===== config.mk =====
export PLATFORM = sky130hd
export DESIGN_NAME = irq_unit_top
export DESIGN_NICKNAME = d
export VERILOG_FILES = /design/src/irq_unit_pkg.sv /design/src/irq_flags_if.sv /design/src/irq_priority_arbiter.sv /design/src/irq_unit_top.sv
export SDC_FILE = /design/constraint.sdc
export NUM_CORES = 1
export LEC_CHECK = 0
export ABC_AREA = 1
export BUFFER_PORTS_ARGS = -buffer_cell sky130_fd_sc_hd__buf_2
export CORE_MARGIN = 2
export CORE_UTILIZATION = 35
export DETAILED_ROUTE_END_ITERATION = 7
export GPL_TIMING_DRIVEN = 0
export PLACE_DENSITY = 0.58
export SETUP_SLACK_MARGIN = 0.02
export SYNTH_ARGS = -nofsm -noshare
export SYNTH_HDL_FRONTEND = slang
export SYNTH_SLANG_ARGS = --single-unit

===== constraint.sdc =====
create_clock -name sys_clk -period 1.5 [get_ports sys_clk]
set_input_delay 0.3 -clock sys_clk [delete_from_list [all_inputs] [get_ports sys_clk]]
set_output_delay 0.3 -clock sys_clk [all_outputs]
set_load 0.005 [all_outputs]

===== src/irq_unit_pkg.sv =====
// Package for the six-source vectored interrupt unit.
// Assumes an 8-bit data memory bus from the core and a 12-bit program counter.
package irq_unit_pkg;
  localparam int         NUM_SRC       = 6;
  localparam logic [7:0] ADDR_CTRL_LOW  = 8'h0B;
  localparam logic [7:0] ADDR_CTRL_HIGH = 8'h1E;
  // Control low field positions
  localparam int LOW_GIE       = 0;
  localparam int LOW_EN_BASE   = 1;
  localparam int LOW_PEND_BASE = 4;
  localparam int LOW_TEST      = 7;
  // Control high field positions
  localparam int HIGH_EN_BASE   = 0;
  localparam int HIGH_PEND_BASE = 4;
  localparam logic [7:0] CTRL_RESET = 8'h00;
  // Vectors, index 0 is highest priority
  localparam logic [11:0] VEC_BASE = 12'h004;
  localparam logic [11:0] VEC_STEP = 12'h004;
  // Trigger modes of the external pins
  localparam logic [1:0] TRIG_FALL = 2'h0;
  localparam logic [1:0] TRIG_RISE = 2'h1;
  localparam logic [1:0] TRIG_BOTH = 2'h2;
endpackage : irq_unit_pkg


===== src/irq_flags_if.sv =====
// Carrier between the arbiter and the top of the interrupt unit.
// Assumes one clock domain.
`timescale 1ns/1ps
interface irq_flags_if;
  logic [5:0]  pending;
  logic [5:0]  enable;
  logic        grant_valid;
  logic [2:0]  grant_idx;
  logic [11:0] grant_vec;
  modport top (output pending, output enable, input grant_valid, input grant_idx,
               input grant_vec);
  modport arb (input pending, input enable, output grant_valid, output grant_idx,
               output grant_vec);
endinterface : irq_flags_if


===== src/irq_priority_arbiter.sv =====
// Fixed-priority selector for the interrupt unit.
// Assumes pending and enable are stable flops on the same clock.
`timescale 1ns/1ps
module irq_priority_arbiter
  import irq_unit_pkg::*;
(
  irq_flags_if.arb flags
);
  // Lowest index wins
  always_comb begin
    flags.grant_valid = 1'b0;
    flags.grant_idx   = 3'h0;
    for (int i = NUM_SRC - 1; i >= 0; i--) begin
      if (flags.pending[i] && flags.enable[i]) begin
        flags.grant_valid = 1'b1;
        flags.grant_idx   = 3'(i);
      end
    end
    flags.grant_vec = VEC_BASE + VEC_STEP * 12'(flags.grant_idx);
  end
endmodule : irq_priority_arbiter


===== src/irq_unit_top.sv =====
// Vectored interrupt unit with two control registers in data memory.
// Assumes the core issues phase_two_pulse once per instruction and accepts
// a one-cycle vector_take pulse at that boundary.
`timescale 1ns/1ps
module irq_unit_top
  import irq_unit_pkg::*;
(
  input  wire logic        sys_clk,
  input  wire logic        rstn,
  input  wire logic        phase_two_pulse,
  input  wire logic        stack_full,
  input  wire logic        return_from_irq,
  input  wire logic        mem_wr,
  input  wire logic        mem_rd,
  input  wire logic [7:0]  mem_addr,
  input  wire logic [7:0]  mem_wdata,
  output logic      [7:0]  mem_rdata,
  input  wire logic        ext0_pin,
  input  wire logic        ext1_pin,
  input  wire logic [1:0]  ext0_trigger,
  input  wire logic [1:0]  ext1_trigger,
  input  wire logic        timer_overflow,
  input  wire logic        tick_timeout,
  input  wire logic        conv_done,
  input  wire logic        clock_tick_timeout,
  output logic             vector_take,
  output logic      [11:0] vector_addr
);
  // ****************************************************************
  // Synchronisers and edge detection
  // ****************************************************************
  logic [1:0] pin_meta_q;
  logic [1:0] pin_sync_q;
  logic [1:0] pin_last_q;
  logic [2:0] sync_fill_q;
  logic [1:0] ext_edge;

  always_ff @(posedge sys_clk or negedge rstn) begin
    if (!rstn) begin
      pin_meta_q  <= 2'h0;
      pin_sync_q  <= 2'h0;
      pin_last_q  <= 2'h0;
      sync_fill_q <= 3'h0;
    end else begin
      pin_meta_q  <= {ext1_pin, ext0_pin};
      pin_sync_q  <= pin_meta_q;
      pin_last_q  <= pin_sync_q;
      sync_fill_q <= {sync_fill_q[1:0], 1'b1};
    end
  end

  function automatic logic edge_hit(input logic now, input logic last, input logic [1:0] trig);
    logic rise;
    logic fall;
    rise = now & ~last;
    fall = ~now & last;
    case (trig)
      TRIG_FALL: edge_hit = fall;
      TRIG_RISE: edge_hit = rise;
      TRIG_BOTH: edge_hit = rise | fall;
      default:   edge_hit = fall;
    endcase
  endfunction : edge_hit

  // Trigger inputs are static configuration, so no synchroniser
  // No edges until the chain holds real pin samples, so a pin idling high is no event
  assign ext_edge[0] = edge_hit(pin_sync_q[0], pin_last_q[0], ext0_trigger)
                       & sync_fill_q[2];
  assign ext_edge[1] = edge_hit(pin_sync_q[1], pin_last_q[1], ext1_trigger)
                       & sync_fill_q[2];

  // ****************************************************************
  // Control registers
  // ****************************************************************
  logic       global_irq_enable_q;
  logic       test_bit_q;
  logic [5:0] enable_q;
  logic [5:0] pending_q;
  logic [5:0] pending_d;
  logic [5:0] hw_set;
  logic [5:0] serviced;
  logic       wr_low;
  logic       wr_high;
  logic       take;
  irq_flags_if flags ();

  assign wr_low  = mem_wr && (mem_addr == ADDR_CTRL_LOW);
  assign wr_high = mem_wr && (mem_addr == ADDR_CTRL_HIGH);
  assign hw_set  = {clock_tick_timeout, conv_done, tick_timeout, timer_overflow, ext_edge};

  always_ff @(posedge sys_clk or negedge rstn) begin
    if (!rstn) begin
      enable_q   <= 6'h00;
      test_bit_q <= 1'b0;
    end else begin
      if (wr_low) begin
        enable_q[2:0] <= mem_wdata[LOW_EN_BASE +: 3];
        test_bit_q    <= mem_wdata[LOW_TEST];  // Stored only, has no effect
      end
      if (wr_high) begin
        enable_q[5:3] <= mem_wdata[HIGH_EN_BASE +: 3];
      end
    end
  end

  // Write first, then service clear, then hardware set on top
  always_comb begin
    pending_d = pending_q;
    if (wr_low) begin
      pending_d[2:0] = mem_wdata[LOW_PEND_BASE +: 3];
    end
    if (wr_high) begin
      pending_d[5:3] = mem_wdata[HIGH_PEND_BASE +: 3];
    end
    pending_d = (pending_d & ~serviced) | hw_set;
  end

  always_ff @(posedge sys_clk or negedge rstn) begin
    if (!rstn) begin
      pending_q <= 6'h00;
    end else begin
      pending_q <= pending_d;
    end
  end

  always_ff @(posedge sys_clk or negedge rstn) begin
    if (!rstn) begin
      global_irq_enable_q <= 1'b0;
    end else if (take) begin
      global_irq_enable_q <= 1'b0;
    end else if (return_from_irq) begin
      global_irq_enable_q <= 1'b1;
    end else if (wr_low) begin
      global_irq_enable_q <= mem_wdata[LOW_GIE];
    end
  end

  // ****************************************************************
  // Arbitration and vectoring
  // ****************************************************************
  assign flags.pending = pending_q;
  assign flags.enable  = enable_q;

  irq_priority_arbiter u_arb (
    .flags (flags)
  );

  // Only at the phase boundary, globally enabled and with stack room
  assign take = phase_two_pulse && global_irq_enable_q && !stack_full
                && flags.grant_valid;
  assign serviced = take ? 6'(6'h01 << flags.grant_idx) : 6'h00;

  always_ff @(posedge sys_clk or negedge rstn) begin
    if (!rstn) begin
      vector_take <= 1'b0;
      vector_addr <= 12'h000;
    end else begin
      vector_take <= take;
      if (take) begin
        vector_addr <= flags.grant_vec;
      end
    end
  end

  // ****************************************************************
  // Read path
  // ****************************************************************
  logic [7:0] rdata_d;

  always_comb begin
    rdata_d = 8'h00;
    if (mem_rd && mem_addr == ADDR_CTRL_LOW) begin
      rdata_d = {test_bit_q, pending_q[2:0], enable_q[2:0], global_irq_enable_q};
    end else if (mem_rd && mem_addr == ADDR_CTRL_HIGH) begin
      rdata_d = {1'b0, pending_q[5:3], 1'b0, enable_q[5:3]};
    end
  end

  // Read data leaves a flop, so it stands one cycle after the request
  always_ff @(posedge sys_clk or negedge rstn) begin
    if (!rstn) begin
      mem_rdata <= 8'h00;
    end else begin
      mem_rdata <= rdata_d;
    end
  end

  // ****************************************************************
  // Assertions
  // ****************************************************************
  property p_no_take_off_phase;
    @(posedge sys_clk) disable iff (!rstn) !phase_two_pulse |-> ##1 !vector_take;
  endproperty
  a_no_take_off_phase: assert property (p_no_take_off_phase)
    else $error("take outside phase pulse");

  property p_serve_at_phase;
    @(posedge sys_clk) disable iff (!rstn)
      phase_two_pulse && global_irq_enable_q && !stack_full
      && (pending_q & enable_q) != 6'h00 |-> ##1 vector_take;
  endproperty
  a_serve_at_phase: assert property (p_serve_at_phase)
    else $error("enabled request not served at phase pulse");

  property p_gie_gate;
    @(posedge sys_clk) disable iff (!rstn) !global_irq_enable_q |-> ##1 !vector_take;
  endproperty
  a_gie_gate: assert property (p_gie_gate)
    else $error("vector taken with global enable clear");

  property p_stack_full;
    @(posedge sys_clk) disable iff (!rstn) stack_full |-> ##1 !vector_take;
  endproperty
  a_stack_full: assert property (p_stack_full)
    else $error("vector taken with stack full");

  property p_clear_gie;
    @(posedge sys_clk) disable iff (!rstn) vector_take |-> !global_irq_enable_q;
  endproperty
  a_clear_gie: assert property (p_clear_gie)
    else $error("global enable still set after vector");

  property p_vec_ext0;
    @(posedge sys_clk) disable iff (!rstn)
      take && pending_q[0] && enable_q[0] |-> ##1 vector_addr == 12'h004;
  endproperty
  a_vec_ext0: assert property (p_vec_ext0)
    else $error("ext0 not given priority");

  property p_vec_tick;
    @(posedge sys_clk) disable iff (!rstn)
      take && (pending_q[2:0] & enable_q[2:0]) == 3'h0 && pending_q[3] && enable_q[3]
      |-> ##1 vector_addr == 12'h010;
  endproperty
  a_vec_tick: assert property (p_vec_tick)
    else $error("tick vector wrong");

  property p_flag_holds;
    @(posedge sys_clk) disable iff (!rstn)
      pending_q[5] && !take && !wr_high |-> ##1 pending_q[5];
  endproperty
  a_flag_holds: assert property (p_flag_holds)
    else $error("flag dropped without service or write");

  property p_set_wins;
    @(posedge sys_clk) disable iff (!rstn) wr_high && conv_done |-> ##1 pending_q[4];
  endproperty
  a_set_wins: assert property (p_set_wins)
    else $error("event lost under software clear");

  property p_return_from_irq;
    @(posedge sys_clk) disable iff (!rstn) return_from_irq && !take |-> ##1 global_irq_enable_q;
  endproperty
  a_return_from_irq: assert property (p_return_from_irq)
    else $error("return from irq did not set global enable");

  property p_high_zero;
    @(posedge sys_clk) disable iff (!rstn)
      mem_rd && mem_addr == ADDR_CTRL_HIGH |-> ##1 mem_rdata[3] == 1'b0 && mem_rdata[7] == 1'b0;
  endproperty
  a_high_zero: assert property (p_high_zero)
    else $error("unused high bits not zero");
endmodule : irq_unit_top


== After elaboration in Yosys (flattened, before gate mapping) ==
Index checks and enable logic that the tools add are counted.

* Add/sub/neg operators: 1
* Equality and inequality tests: 6
* Shifts and indexed selects: 1
* Muxes and demuxes: 22
* Bitwise operators: 15
* Reductions and logical operators: 15

{| class="wikitable"
|+ Operator list
! operator !! number
|-
| $mux W3 || 8
|-
| $logic_and A1 B1 Y1 || 13
|-
| $mux W1 || 9
|-
| $eq A8 B4 Y1 const B || 1
|-
| $eq A8 B5 Y1 const B || 1
|-
| $mux W8 || 1
|-
| $mux W7 || 1
|-
| $add A3 B5 Y6 const A || 1
|-
| $and A1 B1 Y1 || 6
|-
| $and A6 B6 Y6 || 1
|-
| $mux W6 || 1
|-
| $not A6 Y6 || 1
|-
| $or A6 B6 Y6 || 1
|-
| $shl A1 B3 Y6 const A || 1
|-
| $eq A2 B1 Y1 const B || 2
|-
| $eq A2 B2 Y1 const B || 2
|-
| $not A1 Y1 || 4
|-
| $pmux W1 S2 || 2
|-
| $reduce_bool A3 Y1 || 1
|-
| $or A1 B1 Y1 || 2
|-
| $logic_not A1 Y1 || 1
|}

* Bits in registers: 44
* Output and inout bits: 21
* Logic and storage cells: 72

== Depth between registers and ports, before layout ==
Gate-level depths: netlist of run 1.

* Depth after elaboration: 12
* Mapped depth: 12

== By module ==
A second synthesis of run 1 with hierarchy kept.

* Cell total of the unflattened synthesis: 273
* Area total of the unflattened synthesis: 2268.4 um^2

{| class="wikitable"
|+ Modules (own cells, without submodules)
! module !! instances !! cells an instance !! area an instance (um^2) !! seq. area each (um^2)
|-
| irq_unit_top || 1 || 237 || 2058.2 || 1101.1
|-
| irq_priority_arbiter || 1 || 36 || 210.2 || 0.0
|}

== Worst setup path after synthesis of run 1 ==
Ideal clock, no wire load.

* Path kind: reg-to-reg
* From: reg enable_q[3]
* To: reg vector_addr[4]
* Setup time: 83 ps
* Data arrival time: 1336 ps
* Data required time: 1417 ps
* Slack: 81 ps
* Stages on the path, launching flop included: 10
* Path buffers: 0
* Path through: dfrtp_1 -> nand2_1 -> nand2_1 -> nand2_1 -> nand2_1 -> nand2_1 -> inv_1 -> ha_1 -> ha_1 -> o21ai_0

* Word-level cells in the longest chain between the ends: 6
* Elaborated cells between the ends (all ways): 11

{| class="wikitable"
|+ Ends and longest elaborated chain
! element !! RTL line !! source
|-
| start: declaration || irq_unit_top.sv:77 || <nowiki>logic [5:0] enable_q;</nowiki>
|-
| start signal: assignment || irq_unit_top.sv:101 || <nowiki>enable_q[5:3] <= mem_wdata[HIGH_EN_BASE +: 3];</nowiki>
|-
| $logic_and A1 B1 Y1 * || irq_priority_arbiter.sv:14 || <nowiki>if (flags.pending[i] && flags.enable[i]) begin</nowiki>
|-
| $mux W3 / $mux W1 (equally long branches) (4 in series) || irq_priority_arbiter.sv:14 ||
|-
| $add A3 B5 Y6 / $logic_and A1 B1 Y1 (equally long branches) || irq_priority_arbiter.sv:19, irq_unit_top.sv:150 ||
|-
| end signal: assignment || irq_unit_top.sv:160 || <nowiki>vector_addr <= flags.grant_vec;</nowiki>
|-
| end: declaration || irq_unit_top.sv:27 || <nowiki>output logic [11:0] vector_addr</nowiki>
|}

Every way passes the cells marked *; elsewhere a longest branch is shown, timed or not.
A chain may end at the register's enable or synchronous reset.

== Final worst setup path of run 1 ==
* From: reg enable_q[0]
* To: reg pending_q[5] (netlist: flags.pending[5])

* Word-level cells in the longest chain between the ends: 7
* Elaborated cells between the ends (all ways): 9

{| class="wikitable"
|+ Ends and longest elaborated chain
! element !! RTL line !! source
|-
| start signal: assignment || irq_unit_top.sv:97 || <nowiki>enable_q[2:0] <= mem_wdata[LOW_EN_BASE +: 3];</nowiki>
|-
| $logic_and A1 B1 Y1 * || irq_priority_arbiter.sv:14 ||
|-
| $mux W3 / $mux W1 (equally long branches) || irq_priority_arbiter.sv:14 ||
|-
| $shl A1 B3 Y6 / $logic_and A1 B1 Y1 (equally long branches) || irq_unit_top.sv:151, irq_unit_top.sv:150 ||
|-
| $mux W6 * || irq_unit_top.sv:151 || <nowiki>assign serviced = take ? 6'(6'h01 << flags.grant_idx) : 6'h00;</nowiki>
|-
| $not A6 Y6 * || irq_unit_top.sv:115 || <nowiki>pending_d = (pending_d & ~serviced) | hw_set;</nowiki>
|-
| $and A6 B6 Y6 * || irq_unit_top.sv:115 ||
|-
| $or A6 B6 Y6 * || irq_unit_top.sv:115 ||
|-
| named net pending_d[5] || irq_unit_top.sv:79 || <nowiki>logic [5:0] pending_d;</nowiki>
|-
| end signal: assignment || irq_unit_top.sv:122 || <nowiki>pending_q <= pending_d;</nowiki>
|-
| end: declaration || irq_unit_top.sv:78 || <nowiki>logic [5:0] pending_q;</nowiki>
|}

Mark *: on every way through the listed nets, which the timed path passes. The rest lies on a longest branch.

==> summary.md, run 1 <==
| Metric | Value |
|---|---|
| Vias in the first global route | 1448 |
| Sequential area share after synthesis | 45.7% |
| Post-synth top flop | dfrtp_1 |
| Post-Route WL | 4.00 mm |
| HP Class | in -> async |
| Gate power share | 14.0% |
| Clock Latency Late Sink | 280 ps |
| Vias | 1536 |
| Register area | 901 µm² |
| Core Util, Final | 47.7% |
| Largest net degree at the start of global routing | 37 |
| Post-synth top area cell | dfrtp_1 |
| Clock Tree Buf Depth | 2 |
| Core ar. | 5470 µm² |
| H-tree Lvls | 2 |
| Worst R2R Start | enable_q[0] |
| WS Path Type | reg -> reg |
| Outcome | finished, final reports clean |
| I/O pins | 54 |
| Layout cells sized above 1 | 38.3% |
| TritonRoute pass-1 iters | 4 |
| Die height | 79.1 µm |
| FF+latch count, synth | 36 |
| Leak | 1.48 nW |
| Seq pwr share | 40.6% |
| Drt drc | 0 |
| Synth cell count leaders | 48 x nand2_1, 46 x inv_1, 36 x dfrtp_1 |
| EDFF count, synth | 0 |
| Antenna diode count | 0 |
| Clk_skew | 2.69 ps |
| Reg2reg end | flags.pending[5] |
| GRT busiest layer | met2 |
| Unrepaired setup endpoints after global routing | yes |
| Clock power share | 45.4% |
| GPL Wtd Cong | 0.830 |
| Fillers | 555 |
| Die area | 6250 µm² |
| Area of the multi-input gates | 902 µm² |
| Syn_area_per_cell | 8.88 µm² |
| Power Density | 990 nW/µm² |
| CTS root buf | clkbuf_8 |
| Power Total | 2.58 mW |
| Worst-path clk slew | 70 ps |
| Yosys top cell area share | 45.7% |
| Main area contributors after synthesis | dfrtp_1 46%, nand2_1 9.1%, inv_1 8.8% |
| Critical Path Start Type | flop |
| Violation count after the first detailed-route iteration | 58 |
| Final Hold Fails | 0 |
| Placed insts | 345 |
| Synthesis-to-layout area growth | 32.4% |
| Max-slew violation count | 0 |
| First-pass GRT wire length | 6.24 mm |
| Net switching power | 0.575 mW |
| Crit Path Max Fanout | 3 |
| Worst setup EP type | flop |
| DIE WIDTH | 79.1 µm |
| Layout net count | 335 |
| Post-Synthesis Cells | 222 |
| Max Clk Rate | 0.702 GHz |
| Reg2reg path depth | 8 |
| Setup TNS | 0 ps |
| Row count | 27 |
| Asr flop ratio synth | 100% |
| Hold_buf cts | 0 |
| Cts bufs inserted | 5 |
| Max transition margin | 49.0% |
| Worst EP arrival | 1650 ps |
| Worst Path Required | 1720 ps |
| R2R Setup Slk | 80 ps |
| Fin crit share | 94.9% |
| GRT overflow | 0 |
| Routed Antenna Nets | 0 |
| CTS tree | done |
| WL/cell | 11.0 µm |
| DR vias/cell | 4.24 |
| Post-Layout Cell Count | 362 |
| IO Port Bufs | 44 |
| Met3 Track Usage GR | 3.64% |
| Min cycle time layout | 1420 ps |
| YS warnings | 0 |
| GR Util met2 | 20.4% |
| Power Internal | 2.01 mW |
| Initial Utilization | 36.0% |
| Synth unique cells | 24 |
| Total track usage | 13.0% |
| Setup violators final | 0 |
| Maximum VDD drop | 0.000532 V |
| Max-Cap Viols | 0 |
| Slew @ Worst Pin | 765 ps |
| Syn Std Cell Area | 1970 µm² |
| Met1 Use GR | 16.8% |
| Sw frac | 22.3% |
| Hpwl dp | 2.93 mm |
| Clock sinks | 36 |
| Initial antenna violation count | 0 |
| Most frequent cell after synthesis | nand2_1 |
==> cell type report <==
class / count / area share [%]
buffer: 10 / 3.02
sequential: 36 / 34.5
clock buffer: 5 / 2.64
clock inverter: 3 / 3.45
inverter: 50 / 7.19
tap: 72 / 3.45
multi-input combinational: 133 / 34.6
timing repair buffer: 53 / 11.2
==> critical path, stage by stage (launching register included) <==
cell     delay [ps]
dfrtp_1         420
nand2_1         110
nand2_1         140
nor2_4          190
inv_1           100
ha_2            190
nand3_2          80
nand3_1          70
nand2_1          70
==> metrics by stage <==
step	cell area, µm²	setup slack, ps	hold slack, ps
after floorplan	2000	81.3	4.41
after global placement	2310	-91.0	332
after detailed placement	2310	-58.4	336
after CTS	2510	23.4	108
after global routing	2610	-29.0	107
final	2610	76.2	83.7
==> flip-flops by register name (all words and copies together), names as in the netlist <==
name                 cells
pin_sync_q               2
flags.pending            6
vector_take              1
enable_q                 6
global_irq_enable_q      1
pin_meta_q               2
test_bit_q               1
vector_addr              4
pin_last_q               2
sync_fill_q              3
mem_rdata                8
==> cell families after synthesis <==
| kind of cell | count (synthesis) | share of synthesized area [%] |
|---|---|---|
| adders and majority gates | 13 | 8.25 |
| AOI/OAI and AO/OA | 22 | 6.79 |
| other | 2 | 0.381 |
| DFF | 36 | 45.7 |
| and+or+nand+nor | 89 | 25.4 |
| buffers and inverters | 60 | 13.5 |
==> placed cells by master (no fill, tap or decap), drive strengths merged <==
cell type and n:
a21oi 4, buf 62, bufinv 3, clkbuf 6, conb 9, dfrtp 36
ha 13, inv 50, nand2 56, nand3 13, nand4 7, nor2 13
o211ai 2, o21ai 10, o22ai 6
==> timing repair <==
action                                  CTS  global route
hold endpoints to repair                  0             0
endpoints found under the setup margin    1             8
setup buffers                             5             4
pin swaps                                 1            13
resized for setup                         3            19
==> worst max path at each step <==
stage                                 from               end  slack [ps]
final                          enable_q[0]  flags.pending[5]          80
after global routing           enable_q[4]  flags.pending[5]         -30
after CTS                      enable_q[0]    vector_addr[4]          20
after detailed placement       enable_q[4]    vector_addr[4]         -60
after global placement    flags.pending[3]    vector_addr[4]         -90
after floorplan                enable_q[3]    vector_addr[4]          80
==> metal layers <==
layer	part of all wire (%)	vias to the layer above
li1	-	800
met1	44	696
met2	50	35
met3	4.8	5
met4	1.1	0
met5	0	-
==> power groups by stage <==
stage / clock network, mW / registers (mW) / logic (mW)
after global placement: 0 / 1.07 / 0.308
after floorplan: 0 / 1.06 / 0.192
after global routing: 1.23 / 1.06 / 0.405
after detailed placement: 0 / 1.07 / 0.312
after CTS: 1.20 / 1.05 / 0.327
final: 1.17 / 1.05 / 0.361
Power figures use the tool's default switching activity.
==> run 2, diff against run 1 <==
--- a/config.mk
+++ b/config.mk
@@ -6,5 +6,5 @@
 export NUM_CORES = 1
 export LEC_CHECK = 0
-export ABC_AREA = 1
+export ABC_AREA = 0
 export BUFFER_PORTS_ARGS = -buffer_cell sky130_fd_sc_hd__buf_2
 export CORE_MARGIN = 2
@@ -12,5 +12,5 @@
 export DETAILED_ROUTE_END_ITERATION = 7
 export GPL_TIMING_DRIVEN = 0
-export PLACE_DENSITY = 0.58
+export PLACE_DENSITY = 0.59
 export SETUP_SLACK_MARGIN = 0.02
 export SYNTH_ARGS = -nofsm -noshare
==> constraint.sdc (replaced) <==
create_clock -name sys_clk -period 1.5 [get_ports sys_clk]
set_input_delay 0.075 -clock sys_clk [delete_from_list [all_inputs] [get_ports sys_clk]]
set_output_delay 0.075 -clock sys_clk [all_outputs]
set_load 0.005 [all_outputs]
==> run 2 against run 1 <==
The run now ends with negative setup slack left. Flip-flop and latch count did not move. Register-to-register slack worse by 180 ps. Clock power shrank 41%.
==> summary.md, run 2 <==
| Metric | Value |
|---|---|
| Post-synth top area cell | dfrtp_1 |
| Core ar. | 4790 µm² (-13%) |
| Final worst setup slack | -108 ps (-184 ps) |
| Clock Latency Late Sink | 290 ps (about the same) |
| First-pass GRT wire length | 5.75 mm (-7.9%) |
| Layout cells sized above 1 | 50.4% (+12 points) |
| H-tree Lvls | 2 (unchanged) |
| Layout net count | 273 (-19%) |
| Max-Cap Viols | 0 (unchanged) |
| Unrepaired setup endpoints after global routing | yes |
| YS warnings | 0 (unchanged) |
| Antenna diode count | 0 (unchanged) |
| Post-Layout Cell Count | 295 (-19%) |
| Area after DPL | 2110 µm² (-8.5%) |
| FF+latch count, synth | 36 (unchanged) |
| Crit Path Max Fanout | 2 (-1) |
| CP max stage cell | dfrtp_1 |
| HP Class | in -> reg |
| Clock Tree Buf Depth | 2 (unchanged) |
| Most common cell after layout, fill and taps aside | buf_2 |
| WL/cell | 12.7 µm (+15%) |
| Placed insts | 266 (-23%) |
| Drt drc | 0 (unchanged) |
| Worst Path Required | 1660 ps (-60 ps) |
| Violation count after the first detailed-route iteration | 57 (-1.7%) |
| Max transition margin | 46.9% (-2.1 points) |
| GRT overflow | 0 (unchanged) |
| Asr flop ratio synth | 100% (unchanged) |
| Synth cell count leaders | 36 x dfrtp_1, 14 x inv_1, 13 x ha_1 |
| Syn Std Cell Area | 1770 µm² (-10%) |
| Outcome | finished, violations left |
| Power Density | 891 nW/µm² (-10%) |
| Failing checks | negative setup slack |
| Largest net degree at the start of global routing | 37 (unchanged) |
| Core Util, Final | 51.9% (+4.2 points) |
| DR vias/cell | 4.57 (+7.6%) |
| Critical-path cell list | nand2_1, a32o_1, a32oi_2, inv_2, ha_2, ha_4, mux2i_1 |
| WS Path Type | reg -> reg |
| Total track usage | 14.0% (+1.0 points) |
| Vias in the first global route | 1253 (-13%) |
| Fin crit share | 107% (+12 points) |
| Finished Cell Area | 2480 µm² (-4.8%) |
| Fillers | 430 (-23%) |
| Worst setup EP type | flop |
| TritonRoute pass-1 iters | 4 (unchanged) |
| Synth unique cells | 32 (+33%) |
| Post-synth top flop | dfrtp_1 |
| Initial antenna violation count | 0 (unchanged) |
| Maximum VDD drop | 0.000657 V (+23%) |
| Hpwl dp | 2.58 mm (-12%) |
| Min cycle time layout | 1610 ps (+184 ps) |
| Row count | 25 (-7.4%) |
| Most frequent cell after synthesis | dfrtp_1 |
| Post-Synthesis Cells | 147 (-34%) |
| CTS tree | done |
| EDFF count, synth | 0 (unchanged) |
| Yosys top cell area share | 51.0% (+5.3 points) |
| Worst EP arrival | 1770 ps (+120 ps) |
| Most frequent cells in the layout | 46 x buf_2, 32 x dfrtp_1, 21 x buf_4, 12 x inv_1, 11 x mux2_2 |
| Power Total | 2.21 mW (-14%) |
| Max-slew violation count | 0 (unchanged) |
| CTS root buf | clkbuf_8 |
| IO Port Bufs | 45 (+2.3%) |
| Routed Antenna Nets | 0 (unchanged) |
| Worst Hold Margin | 16.0 ps (-67.7 ps) |
| Sequential area share after synthesis | 51.0% (+5.3 points) |
| Final Hold Fails | 0 (unchanged) |
| DIE WIDTH | 75.0 µm (-5.1%) |
| Critical Path Max Stage Delay | 360 ps (-60 ps) |
| Critical Path Start Type | flop |
| Die area | 5630 µm² (-9.9%) |
| Setup violators final | 9 (+9) |
| Leak | 1.22 nW (-17%) |
| Clk_skew | 5.80 ps (+3.11 ps) |
| Buf/Inv on CP | 1 (unchanged) |
| Main area contributors after synthesis | dfrtp_1 51%, ha_1 9.2%, mux2_2 7.0% |
| Post-Route WL | 3.76 mm (-6.0%) |
| Die height | 75.0 µm (-5.1%) |
| Vias | 1347 (-12%) |
| Largest register FFs | 8 (unchanged) |
| Max Clk Rate | 0.622 GHz (-11%) |
| Clock sinks | 36 (unchanged) |
| Worst-path clk slew | 70 ps (about the same) |
| Setup WS pre-CTS | -268 ps (-210 ps) |
| Setup TNS | -543 ps (-543 ps) |
| Top reg by flops | mem_rdata |
| Syn_area_per_cell | 12.0 µm² (+35%) |
| Synthesis-to-layout area growth | 40.7% |
| Initial Utilization | 36.9% (+0.88 points) |
| I/O pins | 54 (unchanged) |
| Slew @ Worst Pin | 797 ps (+32.1 ps) |
| Worst path top cell family by delay | compound AO/OA/AOI/OAI gates |
| Cts bufs inserted | 5 (unchanged) |
| GPL Wtd Cong | 0.726 (-12%) |
==> run 2: path summary, 6_finish.rpt <==
kind,depth (start not counted),from,end,slack (ps)
max,7,flags.pending[4],vector_addr[4],-110
min,2,mem_wdata[7],test_bit_q,20
max reg2reg,7,flags.pending[4],vector_addr[4],-110
min reg2reg,0,pin_meta_q[1],pin_sync_q[1],350
max in group asynchronous,2,rstn,flags.pending[1],540
min in group asynchronous,2,rstn,vector_addr[3],410
==> run 2: cell families (layout without fill, tap and decap cells) <==
family                     count (synthesis)  count (layout)  synth area share [%]
muxes                                     16              16                  10.7
buffers and inverters                     24              98                  6.87
adders and majority gates                 13              13                  9.21
DFF                                       36              36                  51.0
other                                      2               9                 0.425
and+or+nand+nor                           29              29                  9.56
AOI/OAI and AO/OA                         27              27                  12.3
==> run 2: worst register-to-register path, cell delays in order, from the launching register on <==
cell and delay [ps]:
dfrtp_1 360, nand2_1 70, a32o_1 260, a32oi_2 210, inv_2 70, ha_2 200
ha_4 260, mux2i_1 60
==> run 2: report_power, final <==
| part | leakage, nW | internal [mW] | switching (mW) |
|---|---|---|---|
| Sequential | 0.436 | 1.05 | 0.0531 |
| Combinational | 0.738 | 0.226 | 0.189 |
| Clock | 0.0510 | 0.366 | 0.331 |
| Total | 1.22 | 1.64 | 0.572 |
==> run 2: metal layers <==
| layer | vias up | part of all wire [%] | track usage, % |
|---|---|---|---|
| li1 | 658 | - | - |
| met1 | 646 | 44 | 17.2 |
| met2 | 38 | 48 | 22.4 |
| met3 | 5 | 6.2 | 5.62 |
| met4 | 0 | 1.4 | 4.76 |
| met5 | - | 0 | 0 |
==> run 2: timing repair <==
action / 4_1_cts / 5_1_grt
endpoints found under the hold margin: 42 / 0
endpoints found under the setup margin: 8 / 10
setup buffers: 11 / 3
resized for setup: 10 / 16
hold buffers: 7 / 0
pin swaps: 6 / 9
cloned: 0 / 0
==> run 2: cell type report <==
| type | count | area [µm²] | area share, % |
|---|---|---|---|
| clock inverter | 2 | 10.0 | 0.403 |
| buffer | 10 | 68.8 | 2.77 |
| multi-input combinational | 94 | 877 | 35.3 |
| inverter | 14 | 52.6 | 2.11 |
| timing repair buffer | 66 | 404 | 16.3 |
| tap | 67 | 83.8 | 3.37 |
| sequential | 36 | 906 | 36.5 |
| clock buffer | 6 | 82.6 | 3.32 |
